`src/resp_framer_defs.svh`:
```
`ifndef RESP_FRAMER_DEFS_SVH
`define RESP_FRAMER_DEFS_SVH

// Packet data types
`define DT_ACK_ERROR_REPORT        6'h02
`define DT_COMMAND_LONG_READ_REPLY 6'h1C
`define DT_COMMAND_SHORT_REPLY_ONE 6'h21
`define DT_COMMAND_SHORT_REPLY_TWO 6'h22
`define DT_GENERIC_LONG_READ_REPLY 6'h1A
`define DT_GENERIC_SHORT_REPLY_ONE 6'h11
`define DT_GENERIC_SHORT_REPLY_TWO 6'h12

// Identifier, filler byte, checksum and error-bit values
`define VC_VALUE                   2'h0
`define ZERO_BYTE                  8'h00
`define CRC_SEED                   16'hFFFF
`define CRC_POLY_REFLECTED         16'h8408
`define ERR_CHECKSUM_BIT           10
`define ERR_CORRECTED_BIT          8

// Link timing
`define LINK_BIT_NS                400
`define CLK_NS                     50
`define LINK_BIT_CYCLES            ((`LINK_BIT_NS + `CLK_NS - 1) / `CLK_NS)

`endif

```
`src/resp_framer_pkg.sv`:
```
package resp_framer_pkg;

    typedef enum logic [2:0] {
        REPLY_NONE = 3'h0,
        REPLY_ONE  = 3'h1,
        REPLY_TWO  = 3'h2,
        REPLY_LONG = 3'h3
    } reply_size_e;

    typedef enum logic [6:0] {
        ST_IDLE   = 7'h01,
        ST_HEADER = 7'h02,
        ST_DATA   = 7'h04,
        ST_CRC    = 7'h08,
        ST_ERRHDR = 7'h10,
        ST_ACK    = 7'h20,
        ST_TURN   = 7'h40
    } framer_state_e;

endpackage

```
`src/dsi_read_response_framer.sv`:
```
`timescale 1ns/1ns
`include "resp_framer_defs.svh"

// Behaviour
// - command one-byte reply uses type 21h
// - one-byte reply: second payload byte zero
// - command two-byte reply uses type 22h
// - generic long reply uses type 1Ah
// - generic one-byte reply uses type 11h
// - generic two-byte reply uses type 12h
// - identifier: channel zero, type below
// - long: header, count, ECC, payload, CRC
// - reply family follows request family
// - low-power actions plus high-speed, no tearing
// - device sends only reports and replies
// - clock lane handled automatically
// - error report type 02h, drop bad
// - after turnaround: reply, ack or report
module dsi_read_response_framer
    import resp_framer_pkg::*;
#(
    parameter int MAX_LEN = 16
) (
    // Clock and reset
    input  wire logic                       clk_in,
    input  wire logic                       reset_in,
    // Reply request from command logic
    input  wire logic                       reply_start_in,
    input  wire logic                       reply_generic_in,
    input  wire logic [15:0]                reply_len_in,
    input  wire logic [MAX_LEN-1:0][7:0]    reply_data_in,
    // Receive status of last host packet
    input  wire logic                       turnaround_in,
    input  wire logic [15:0]                rx_errors_in,
    // Link side
    output logic                            tx_bit_out,
    output logic                            tx_strobe_out,
    output logic                            tx_active_out,
    output logic                            ack_out,
    output logic                            turn_back_out,
    output logic                            rx_discard_out
);

    initial begin
        if (MAX_LEN < 3 || MAX_LEN > 65535) begin
            $error("MAX_LEN out of range");
        end
    end

    // ==========================================
    // Functions
    function automatic logic [7:0] header_ecc(input logic [23:0] d);
        logic [7:0] p;
        p    = 8'h00;
        p[0] = ^(d & 24'hF12CB7);
        p[1] = ^(d & 24'hF2555B);
        p[2] = ^(d & 24'h749A6D);
        p[3] = ^(d & 24'hB8E38E);
        p[4] = ^(d & 24'hDF03F0);
        p[5] = ^(d & 24'hEFFC00);
        return p;
    endfunction

    function automatic logic [15:0] crc_byte(input logic [15:0] c, input logic [7:0] b);
        logic [15:0] r;
        r = c;
        for (int i = 0; i < 8; i++) begin
            r = ((r[0] ^ b[i]) ? ({1'b0, r[15:1]} ^ `CRC_POLY_REFLECTED) : {1'b0, r[15:1]});
        end
        return r;
    endfunction

    function automatic logic [5:0] reply_type(input logic gen, input logic [15:0] len);
        logic [5:0] t;
        t = `DT_ACK_ERROR_REPORT;
        if (len == 16'h0001) begin
            t = gen ? `DT_GENERIC_SHORT_REPLY_ONE : `DT_COMMAND_SHORT_REPLY_ONE;
        end else if (len == 16'h0002) begin
            t = gen ? `DT_GENERIC_SHORT_REPLY_TWO : `DT_COMMAND_SHORT_REPLY_TWO;
        end else begin
            t = gen ? `DT_GENERIC_LONG_READ_REPLY : `DT_COMMAND_LONG_READ_REPLY;
        end
        return t;
    endfunction

    // ==========================================
    // State
    typedef struct packed {
        framer_state_e        state;
        logic [3:0][7:0]      hdr;
        logic [1:0]           idx;
        logic [15:0]          len;
        logic [15:0]          cnt;
        logic [15:0]          crc;
        logic                 crc_hi;
        logic [15:0]          errs;
        logic                 err_after;
        logic                 load;
        logic [7:0]           byte_v;
        logic                 active;
        logic                 ack;
        logic                 turn;
        logic                 discard;
        logic                 pend;
    } framer_s;

    framer_s                cur;
    framer_s                next_cur;
    logic [MAX_LEN-1:0][7:0] data_q;
    logic                   ser_busy;
    logic                   ser_bit;
    logic                   ser_strobe;
    logic [23:0]            next_hdr3;

    always_ff @(posedge clk_in) begin
        if (reset_in) begin
            data_q <= '0;
        end else if (cur.state == ST_IDLE && reply_start_in) begin
            data_q <= reply_data_in;
        end
    end

    always_comb begin
        next_cur         = cur;
        next_cur.load    = 1'b0;
        next_cur.ack     = 1'b0;
        next_cur.turn    = 1'b0;
        next_cur.discard = 1'b0;
        next_hdr3        = 24'h000000;
        case (cur.state)
            ST_IDLE: begin
                next_cur.active = 1'b0;
                if (turnaround_in) begin
                    next_cur.discard = (rx_errors_in != 16'h0000);
                    next_cur.errs    = rx_errors_in;
                    next_cur.pend    = 1'b1;
                end
                if (reply_start_in && reply_len_in != 16'h0000) begin
                    next_hdr3[7:0]   = {`VC_VALUE, reply_type(reply_generic_in, reply_len_in)};
                    if (reply_len_in > 16'h0002) begin
                        next_hdr3[23:8] = reply_len_in;
                    end else begin
                        next_hdr3[15:8]  = reply_data_in[0];
                        next_hdr3[23:16] = (reply_len_in == 16'h0001) ? `ZERO_BYTE : reply_data_in[1];
                    end
                    next_cur.hdr       = {header_ecc(next_hdr3), next_hdr3};
                    next_cur.len       = reply_len_in;
                    next_cur.idx       = 2'h0;
                    next_cur.err_after = cur.errs[`ERR_CORRECTED_BIT];
                    next_cur.pend      = 1'b0;
                    next_cur.state     = ST_HEADER;
                    next_cur.active    = 1'b1;
                end else if (cur.pend) begin
                    next_cur.pend = 1'b0;
                    if (cur.errs == 16'h0000) begin
                        next_cur.ack   = 1'b1;
                        next_cur.state = ST_ACK;
                    end else begin
                        next_hdr3       = {cur.errs, `VC_VALUE, `DT_ACK_ERROR_REPORT};
                        next_cur.hdr    = {header_ecc(next_hdr3), next_hdr3};
                        next_cur.idx    = 2'h0;
                        next_cur.len    = 16'h0000;
                        next_cur.errs   = 16'h0000;
                        next_cur.state  = ST_ERRHDR;
                        next_cur.active = 1'b1;
                    end
                end
            end
            ST_HEADER, ST_ERRHDR: begin
                if (!ser_busy && !cur.load) begin
                    next_cur.load   = 1'b1;
                    next_cur.byte_v = cur.hdr[cur.idx];
                    next_cur.idx    = cur.idx + 2'h1;
                    if (cur.idx == 2'h3) begin
                        next_cur.cnt = 16'h0000;
                        next_cur.crc = `CRC_SEED;
                        if (cur.state == ST_HEADER && cur.len > 16'h0002) begin
                            next_cur.state = ST_DATA;
                        end else if (cur.state == ST_HEADER && cur.err_after) begin
                            next_cur.err_after = 1'b0;
                            next_hdr3          = {cur.errs, `VC_VALUE, `DT_ACK_ERROR_REPORT};
                            next_cur.hdr       = {header_ecc(next_hdr3), next_hdr3};
                            next_cur.errs      = 16'h0000;
                            next_cur.state     = ST_ERRHDR;
                        end else begin
                            next_cur.errs  = 16'h0000;
                            next_cur.state = ST_TURN;
                        end
                    end
                end
            end
            ST_DATA: begin
                if (!ser_busy && !cur.load) begin
                    next_cur.load   = 1'b1;
                    next_cur.byte_v = (cur.cnt < 16'(MAX_LEN)) ? data_q[cur.cnt[$clog2(MAX_LEN)-1:0]] : 8'h00;
                    next_cur.crc    = crc_byte(cur.crc, next_cur.byte_v);
                    next_cur.cnt    = cur.cnt + 16'h0001;
                    if (cur.cnt + 16'h0001 == cur.len) begin
                        next_cur.crc_hi = 1'b0;
                        next_cur.state  = ST_CRC;
                    end
                end
            end
            ST_CRC: begin
                if (!ser_busy && !cur.load) begin
                    next_cur.load   = 1'b1;
                    next_cur.byte_v = cur.crc_hi ? cur.crc[15:8] : cur.crc[7:0];
                    next_cur.crc_hi = 1'b1;
                    if (cur.crc_hi) begin
                        if (cur.err_after) begin
                            next_cur.err_after = 1'b0;
                            next_hdr3          = {cur.errs, `VC_VALUE, `DT_ACK_ERROR_REPORT};
                            next_cur.hdr       = {header_ecc(next_hdr3), next_hdr3};
                            next_cur.idx       = 2'h0;
                            next_cur.state     = ST_ERRHDR;
                        end else begin
                            next_cur.state = ST_TURN;
                        end
                        next_cur.errs = 16'h0000;
                    end
                end
            end
            ST_ACK: begin
                next_cur.turn  = 1'b1;
                next_cur.state = ST_IDLE;
            end
            ST_TURN: begin
                if (!ser_busy && !cur.load) begin
                    next_cur.turn   = 1'b1;
                    next_cur.active = 1'b0;
                    next_cur.state  = ST_IDLE;
                end
            end
            default: begin
                next_cur.state = ST_IDLE;
            end
        endcase
    end

    always_ff @(posedge clk_in) begin
        if (reset_in) begin
            cur       <= '0;
            cur.state <= ST_IDLE;
        end else begin
            cur <= next_cur;
        end
    end

    byte_serializer #(
        .BIT_CYCLES (`LINK_BIT_CYCLES)
    ) u_ser (
        .clk_in         (clk_in),
        .reset_in       (reset_in),
        .load_in        (cur.load),
        .byte_in        (cur.byte_v),
        .busy_out       (ser_busy),
        .bit_out        (ser_bit),
        .bit_strobe_out (ser_strobe)
    );

    always_ff @(posedge clk_in) begin
        if (reset_in) begin
            tx_bit_out    <= 1'b0;
            tx_strobe_out <= 1'b0;
        end else begin
            tx_bit_out    <= ser_bit;
            tx_strobe_out <= ser_strobe;
        end
    end

    assign tx_active_out  = cur.active;
    assign ack_out        = cur.ack;
    assign turn_back_out  = cur.turn;
    assign rx_discard_out = cur.discard;

endmodule

```
`src/byte_serializer.sv`:
```
`timescale 1ns/1ns
`include "resp_framer_defs.svh"

module byte_serializer
    import resp_framer_pkg::*;
#(
    parameter int BIT_CYCLES = `LINK_BIT_CYCLES
) (
    // Clock and reset
    input  wire logic       clk_in,
    input  wire logic       reset_in,
    // Byte side
    input  wire logic       load_in,
    input  wire logic [7:0] byte_in,
    output logic            busy_out,
    // Link side
    output logic            bit_out,
    output logic            bit_strobe_out
);

    initial begin
        if (BIT_CYCLES < 1 || BIT_CYCLES > 255) begin
            $error("BIT_CYCLES out of range");
        end
    end

    typedef struct packed {
        logic [7:0] shift;
        logic [3:0] left;
        logic [7:0] timer;
        logic       bit_val;
        logic       strobe;
    } ser_s;

    ser_s cur;
    ser_s next_cur;

    // ==========================================
    // Next state
    always_comb begin
        next_cur        = cur;
        next_cur.strobe = 1'b0;
        if (cur.timer != 8'h00) begin
            next_cur.timer = cur.timer - 8'h01;
        end else if (cur.left == 4'h0) begin
            if (load_in) begin
                next_cur.shift = byte_in;
                next_cur.left  = 4'h8;
                next_cur.timer = 8'h00;
            end
        end else begin
            next_cur.bit_val = cur.shift[0];
            next_cur.strobe  = 1'b1;
            next_cur.shift   = {1'b0, cur.shift[7:1]};
            next_cur.left    = cur.left - 4'h1;
            next_cur.timer   = 8'(BIT_CYCLES - 1);
        end
    end

    // ==========================================
    // Registers
    always_ff @(posedge clk_in) begin
        if (reset_in) begin
            cur <= '0;
        end else begin
            cur <= next_cur;
        end
    end

    assign busy_out       = (cur.left != 4'h0) || (cur.timer != 8'h00);
    assign bit_out        = cur.bit_val;
    assign bit_strobe_out = cur.strobe;

endmodule

```
`config.mk`:
```
export PLATFORM = sky130hd
export DESIGN_NAME = dsi_read_response_framer
export DESIGN_NICKNAME = d
export VERILOG_FILES = /design/src/resp_framer_pkg.sv /design/src/dsi_read_response_framer.sv /design/src/byte_serializer.sv
export VERILOG_INCLUDE_DIRS = /design/src /design/src/src
export SDC_FILE = /design/constraint.sdc
export NUM_CORES = 1
export LEC_CHECK = 0
export ABC_AREA = 1
export ABC_CLOCK_PERIOD_IN_PS = 5170
export BUFFER_PORTS_ARGS = -buffer_cell sky130_fd_sc_hd__buf_2
export CAP_MARGIN = 25
export CORE_ASPECT_RATIO = 0.7
export CORE_MARGIN = 3
export CORE_UTILIZATION = 40
export DETAILED_ROUTE_END_ITERATION = 8
export PLACE_DENSITY_LB_ADDON = 0.2
export SLEW_MARGIN = 30
export SYNTH_ARGS = -nofsm -noshare
export SYNTH_HDL_FRONTEND = slang
export SYNTH_HIERARCHICAL = 1
export SYNTH_SLANG_ARGS = --single-unit
```
`constraint.sdc`:
```
create_clock -name clk_in -period 5.17 [get_ports clk_in]
set_input_delay 0.7755 -clock clk_in [delete_from_list [all_inputs] [get_ports clk_in]]
set_output_delay 0.7755 -clock clk_in [all_outputs]
set_load 0.005 [all_outputs]
```
Word-level counts from Yosys, hierarchy flattened
Index checks and enable logic that the tools add are counted.

Input bits: 165. Register bits: 273. Logic and storage cells: 228. Output and inout port bits: 6.

Bitwise operators: 21. Eq/ne operators: 27. Add/sub/neg operators: 4. $lt $le $gt $ge: 5. Reductions and logical operators: 50. Multiplexer cells: 79.

Operator list (number): $reduce_xor A24 Y1 (12); $mux W16 (15); $mux W32 (4); $mux W41 (3); $mux W57 (2); $pmux W34 S3 (1); $pmux W32 S2 (1); $mux W17 (3); $pmux W17 S3 (1); $mux W50 (1); $mux W8 (6); $mux W6 (7); $mux W7 (6); $mux W20 (2); $mux W39 (1); $pmux W7 S5 (1); $mux W34 (1); $mux W33 (1); $bmux W8 S4 (1); $gt A16 B2 Y1 const B (2); $reduce_bool A16 Y1 (2); $mux W27 (1); $pmux W9 S3 (1); $mux W26 (1); other kinds (50) (110).

Longest topological paths before layout
Depth in word-level cells: 21. Mapped depth: 21. Mapped depth without buffers: 20.

By module
The synthesis kept the hierarchy.

By module, submodules not included: dsi_read_response_framer (cells an instance 2020, instances 1, area each 13711.9 µm², sequential area each 4944.7 µm²); byte_serializer (cells an instance 168, instances 1, area each 1198.6 µm², sequential area each 440.4 µm²).

Worst setup path after synthesis
OpenSTA, ideal clock, no wires.

Path type: flip-flop to flip-flop. Start: reg u_ser/cur[2] (netlist name). End: reg, netlist name cur[8]. Clock period less this slack: 2482 ps. Arrival: 2354 ps. Library setup time: 128 ps. Cell stages (with the launch flop): 13. Setup slack: 2688 ps. Cell sequence: dfxtp_1 > inv_1 > ha_1 > nand2_1 > nor2_4 > buf_4 > nand3_1 > nor2_1 > inv_1 > nor2_1 > nor2_2 > a2111oi_0 > nor2_1.

RTL lines: start: declaration (line byte_serializer.sv:35) `ser_s cur;`; start signal: assignment (line byte_serializer.sv:66) `cur <= next_cur;`.

==> run_results.csv <==
group,metric,value,unit
detailed_routing,drcViolationCount,0,
detailed_routing,dr.pass1.iters,6,
global_routing,antenna_found_initial,1,
run,maxCapViolations,0,
final_layout,drive_above_1_share,0.153,
setup_path,worstPathArrival,4000,ps
clock_network,cts_setup_buffers,0,
setup_path,worst_setup_path_end_kind,"flip-flop",
power_and_ir_drop,finalPower,8.58,mW
final_layout,diodes,0,
logic_synthesis,syn_nets,2365,
floorplanning,die_h,168,um
timing,max-slew-margin-rel,0.356,
clock_network,clk_pin_slew,60,ps
timing,period_share,0.679,
setup_path,crit_fanout,33,
clock_network,cts_tree,"done",
status,status,"complete, no violations",
clock_network,h-tree-depth,1,
placement,numPortBuffers,170,
timing,rsz0062_at_grt,"false",
power_and_ir_drop,power_density,507,mW/mm2
logic_synthesis,netlist_instances,2188,
logic_synthesis,synth_area,0.0149,mm2
detailed_routing,first_iter_violations,1390,
timing,timing.final.max_slew_violations,0,
clock_network,clk_path_buf_depth,3,
timing,fmax,0.285,GHz
final_layout,synthToLayoutAreaGrowth,13.5,%
timing,holdWs,407,ps
clock_network,cts_buffers,28,
logic_synthesis,synth-edff-count,0,
final_layout,fill_cells,3713,
final_layout,fin_cells,2774,
power_and_ir_drop,ir_worst_vdd,0.365,mV
setup_path,cp.required,5660,ps
global_routing,grt_pass1_wl,75000,um
final_layout,fin_nets,2449,
clock_network,cts_hold_buffers,0,
clock_network,cts_resized,0,
detailed_routing,via_per_inst,5.36,
logic_synthesis,avgSynthCellArea,6.81,um2
timing,fin_skew,28.3,ps
placement,place_inst,2722,
detailed_routing,via_count,14856,
floorplanning,die_area,0.0397,mm2
global_routing,grt_overflow,0,
timing,final-setup-viol-count,0,
power_and_ir_drop,p_leak,7.02,nW
logic_synthesis,async_reset_ff_frac,0,
floorplanning,die_w,237,um
placement,hpwlAfterDp,34300,um
clock_network,insertion_delay,570,ps
floorplanning,core_area,0.0364,mm2
logic_synthesis,synthFlopType,"dfxtp_1",
placement,gp_congestion,0.984,
detailed_routing,wirelength,47200,um
clock_network,root_buffer,"clkbuf_16",
timing,timing.final.crit_period,3510,ps
global_routing,grt_max_degree,111,
clock_network,cts.sinks,269,
timing,worst_pin_slew,966,ps
setup_path,critPathLaunchType,"flip-flop",
logic_synthesis,ys_ff_latch,269,
logic_synthesis,ys_seq_area_frac,0.361,
floorplanning,io_pins,171,
setup_path,critical_path_class,"flip-flop to flip-flop",
detailed_routing,wire_per_inst,17.0,um
setup_path,rrSetupSlack,1660,ps
logic_synthesis,yosysWarnings,6,
timing,hold_viol,0,
worst_hold_path,hold_path_class,"flip-flop to flip-flop",
floorplanning,initial_utilization,0.410,
floorplanning,rows,58,
detailed_routing,drtAntennaViolNets,0,
global_routing,gr-usage-all-layers,0.231,
timing,tns,0,ps
logic_synthesis,synth_cell_type_count,61,
global_routing,grt_pass1_vias,13751,
through the flow:
| stage | util | setup slack, ps | area, um2 |
|---|---|---|---|
| after CTS | 0.465 | 1730 | 16900 |
| after global placement | 0.436 | 1880 | 15900 |
| final | 0.465 | 1660 | 16900 |
| after global routing | 0.465 | 1240 | 16900 |
| after detailed placement | 0.436 | 1750 | 15900 |
| after floorplan | - | 2690 | 14900 |
report_power, final:
part / internal [mW] / switching [mW]
Combinational: 1.12 / 2.27
Sequential: 2.56 / 0.316
Clock: 1.41 / 0.917
path summary, 6_finish.rpt:
kind	to	cells past startpoint	startpoint
max	cur[35]	14	u_ser/cur[2]
min	tx_strobe_out	2	u_ser/bit_strobe_out
max reg2reg	cur[35]	14	u_ser/cur[2]
min reg2reg	tx_strobe_out	2	u_ser/bit_strobe_out
cell usage after synthesis (4+ instances only):
master,count,area share
nor2_2,18,0.0076
inv_1,199,0.050
nor3_1,5,0.0017
buf_4,4,0.0020
o211ai_1,8,0.0040
nor4_1,8,0.0034
nor2_1,150,0.038
buf_1,11,0.0028
inv_2,20,0.0050
nand3b_1,7,0.0035
o21ai_1,13,0.0044
nand2_1,446,0.11
nand3_2,4,0.0027
nand4_1,22,0.0092
xnor2_1,31,0.018
o21bai_1,4,0.0020
buf_6,5,0.0038
buf_2,22,0.0074
xor2_1,38,0.022
nand2_2,26,0.011
o22ai_1,5,0.0021
o221ai_1,5,0.0029
nor2_4,9,0.0068
clkbuf_1,78,0.020
nand2_4,7,0.0053
nor3_2,4,0.0027
a211oi_1,19,0.0096
a22oi_1,6,0.0030
o21ai_0,166,0.056
ha_1,12,0.010
o21ai_2,9,0.0053
a21oi_1,301,0.10
dfxtp_1,269,0.36
nand3_1,205,0.069
a31oi_1,16,0.0067
cell families after synthesis:
| group | synth area share |
|---|---|
| AND/OR/NAND/NOR | 0.283 |
| AO/OA/AOI/OAI | 0.205 |
| buffers and inverters | 0.0967 |
| flip-flops | 0.361 |
| XOR/XNOR | 0.0442 |
| adder cells (fa/ha/maj) | 0.0101 |
worst max-delay path, cell delays in order (launching register included):
cell	delay (ps)
dfxtp_1	310
inv_1	140
ha_1	200
nand2_1	90
nor2_4	290
nand3_1	110
nor2_1	280
inv_1	210
nor2_2	130
buf_4	340
inv_2	170
a21oi_1	770
o21ai_0	150
o21bai_1	190
inv_1	50
layout make-up:
type / instances / area, um2 / share of cell area
Multi-Input combinational cell: 1571 / 8090 / 0.478
Tap cell: 480 / 601 / 0.0355
Clock inverter: 21 / 304 / 0.0180
Sequential cell: 269 / 5390 / 0.318
Clock buffer: 31 / 753 / 0.0445
Timing Repair Buffer: 180 / 945 / 0.0558
Inverter: 222 / 836 / 0.0494
flip-flops by register name, indices dropped and copies added, names as in the netlist:
signal / flops
cur: 113
ack_out: 1
u_ser/bit_strobe_out: 1
rx_discard_out: 1
turn_back_out: 1
tx_strobe_out: 1
u_ser/cur: 20
data_q: 128
tx_bit_out: 1
u_ser/bit_out: 1
tx_active_out: 1
layout by cell type (no fill, tap or decap), drive strengths merged, types with 8 or more instances in the layout:
cell / instances
ha: 12
a31oi: 16
nand4: 24
a21oi: 303
nor2: 178
xnor2: 31
a211oi: 20
clkbuf: 31
buf: 180
nor3: 9
xor2: 40
o211ai: 8
nand3: 210
inv: 221
o21ai: 188
nor4: 10
dfxtp: 269
nand2: 480
clkinv: 10
layer usage:
| layer | track usage | up-vias | wire length [um] |
|---|---|---|---|
| met3 | 0.0464 | 58 | 3330 |
| met2 | 0.335 | 423 | 19600 |
| met5 | 0 | - | 12 |
| met1 | 0.353 | 6961 | 23400 |
| met4 | 0.0405 | 2 | 771 |
| li1 | - | 7412 | - |
Power figures use the tool's default switching activity.
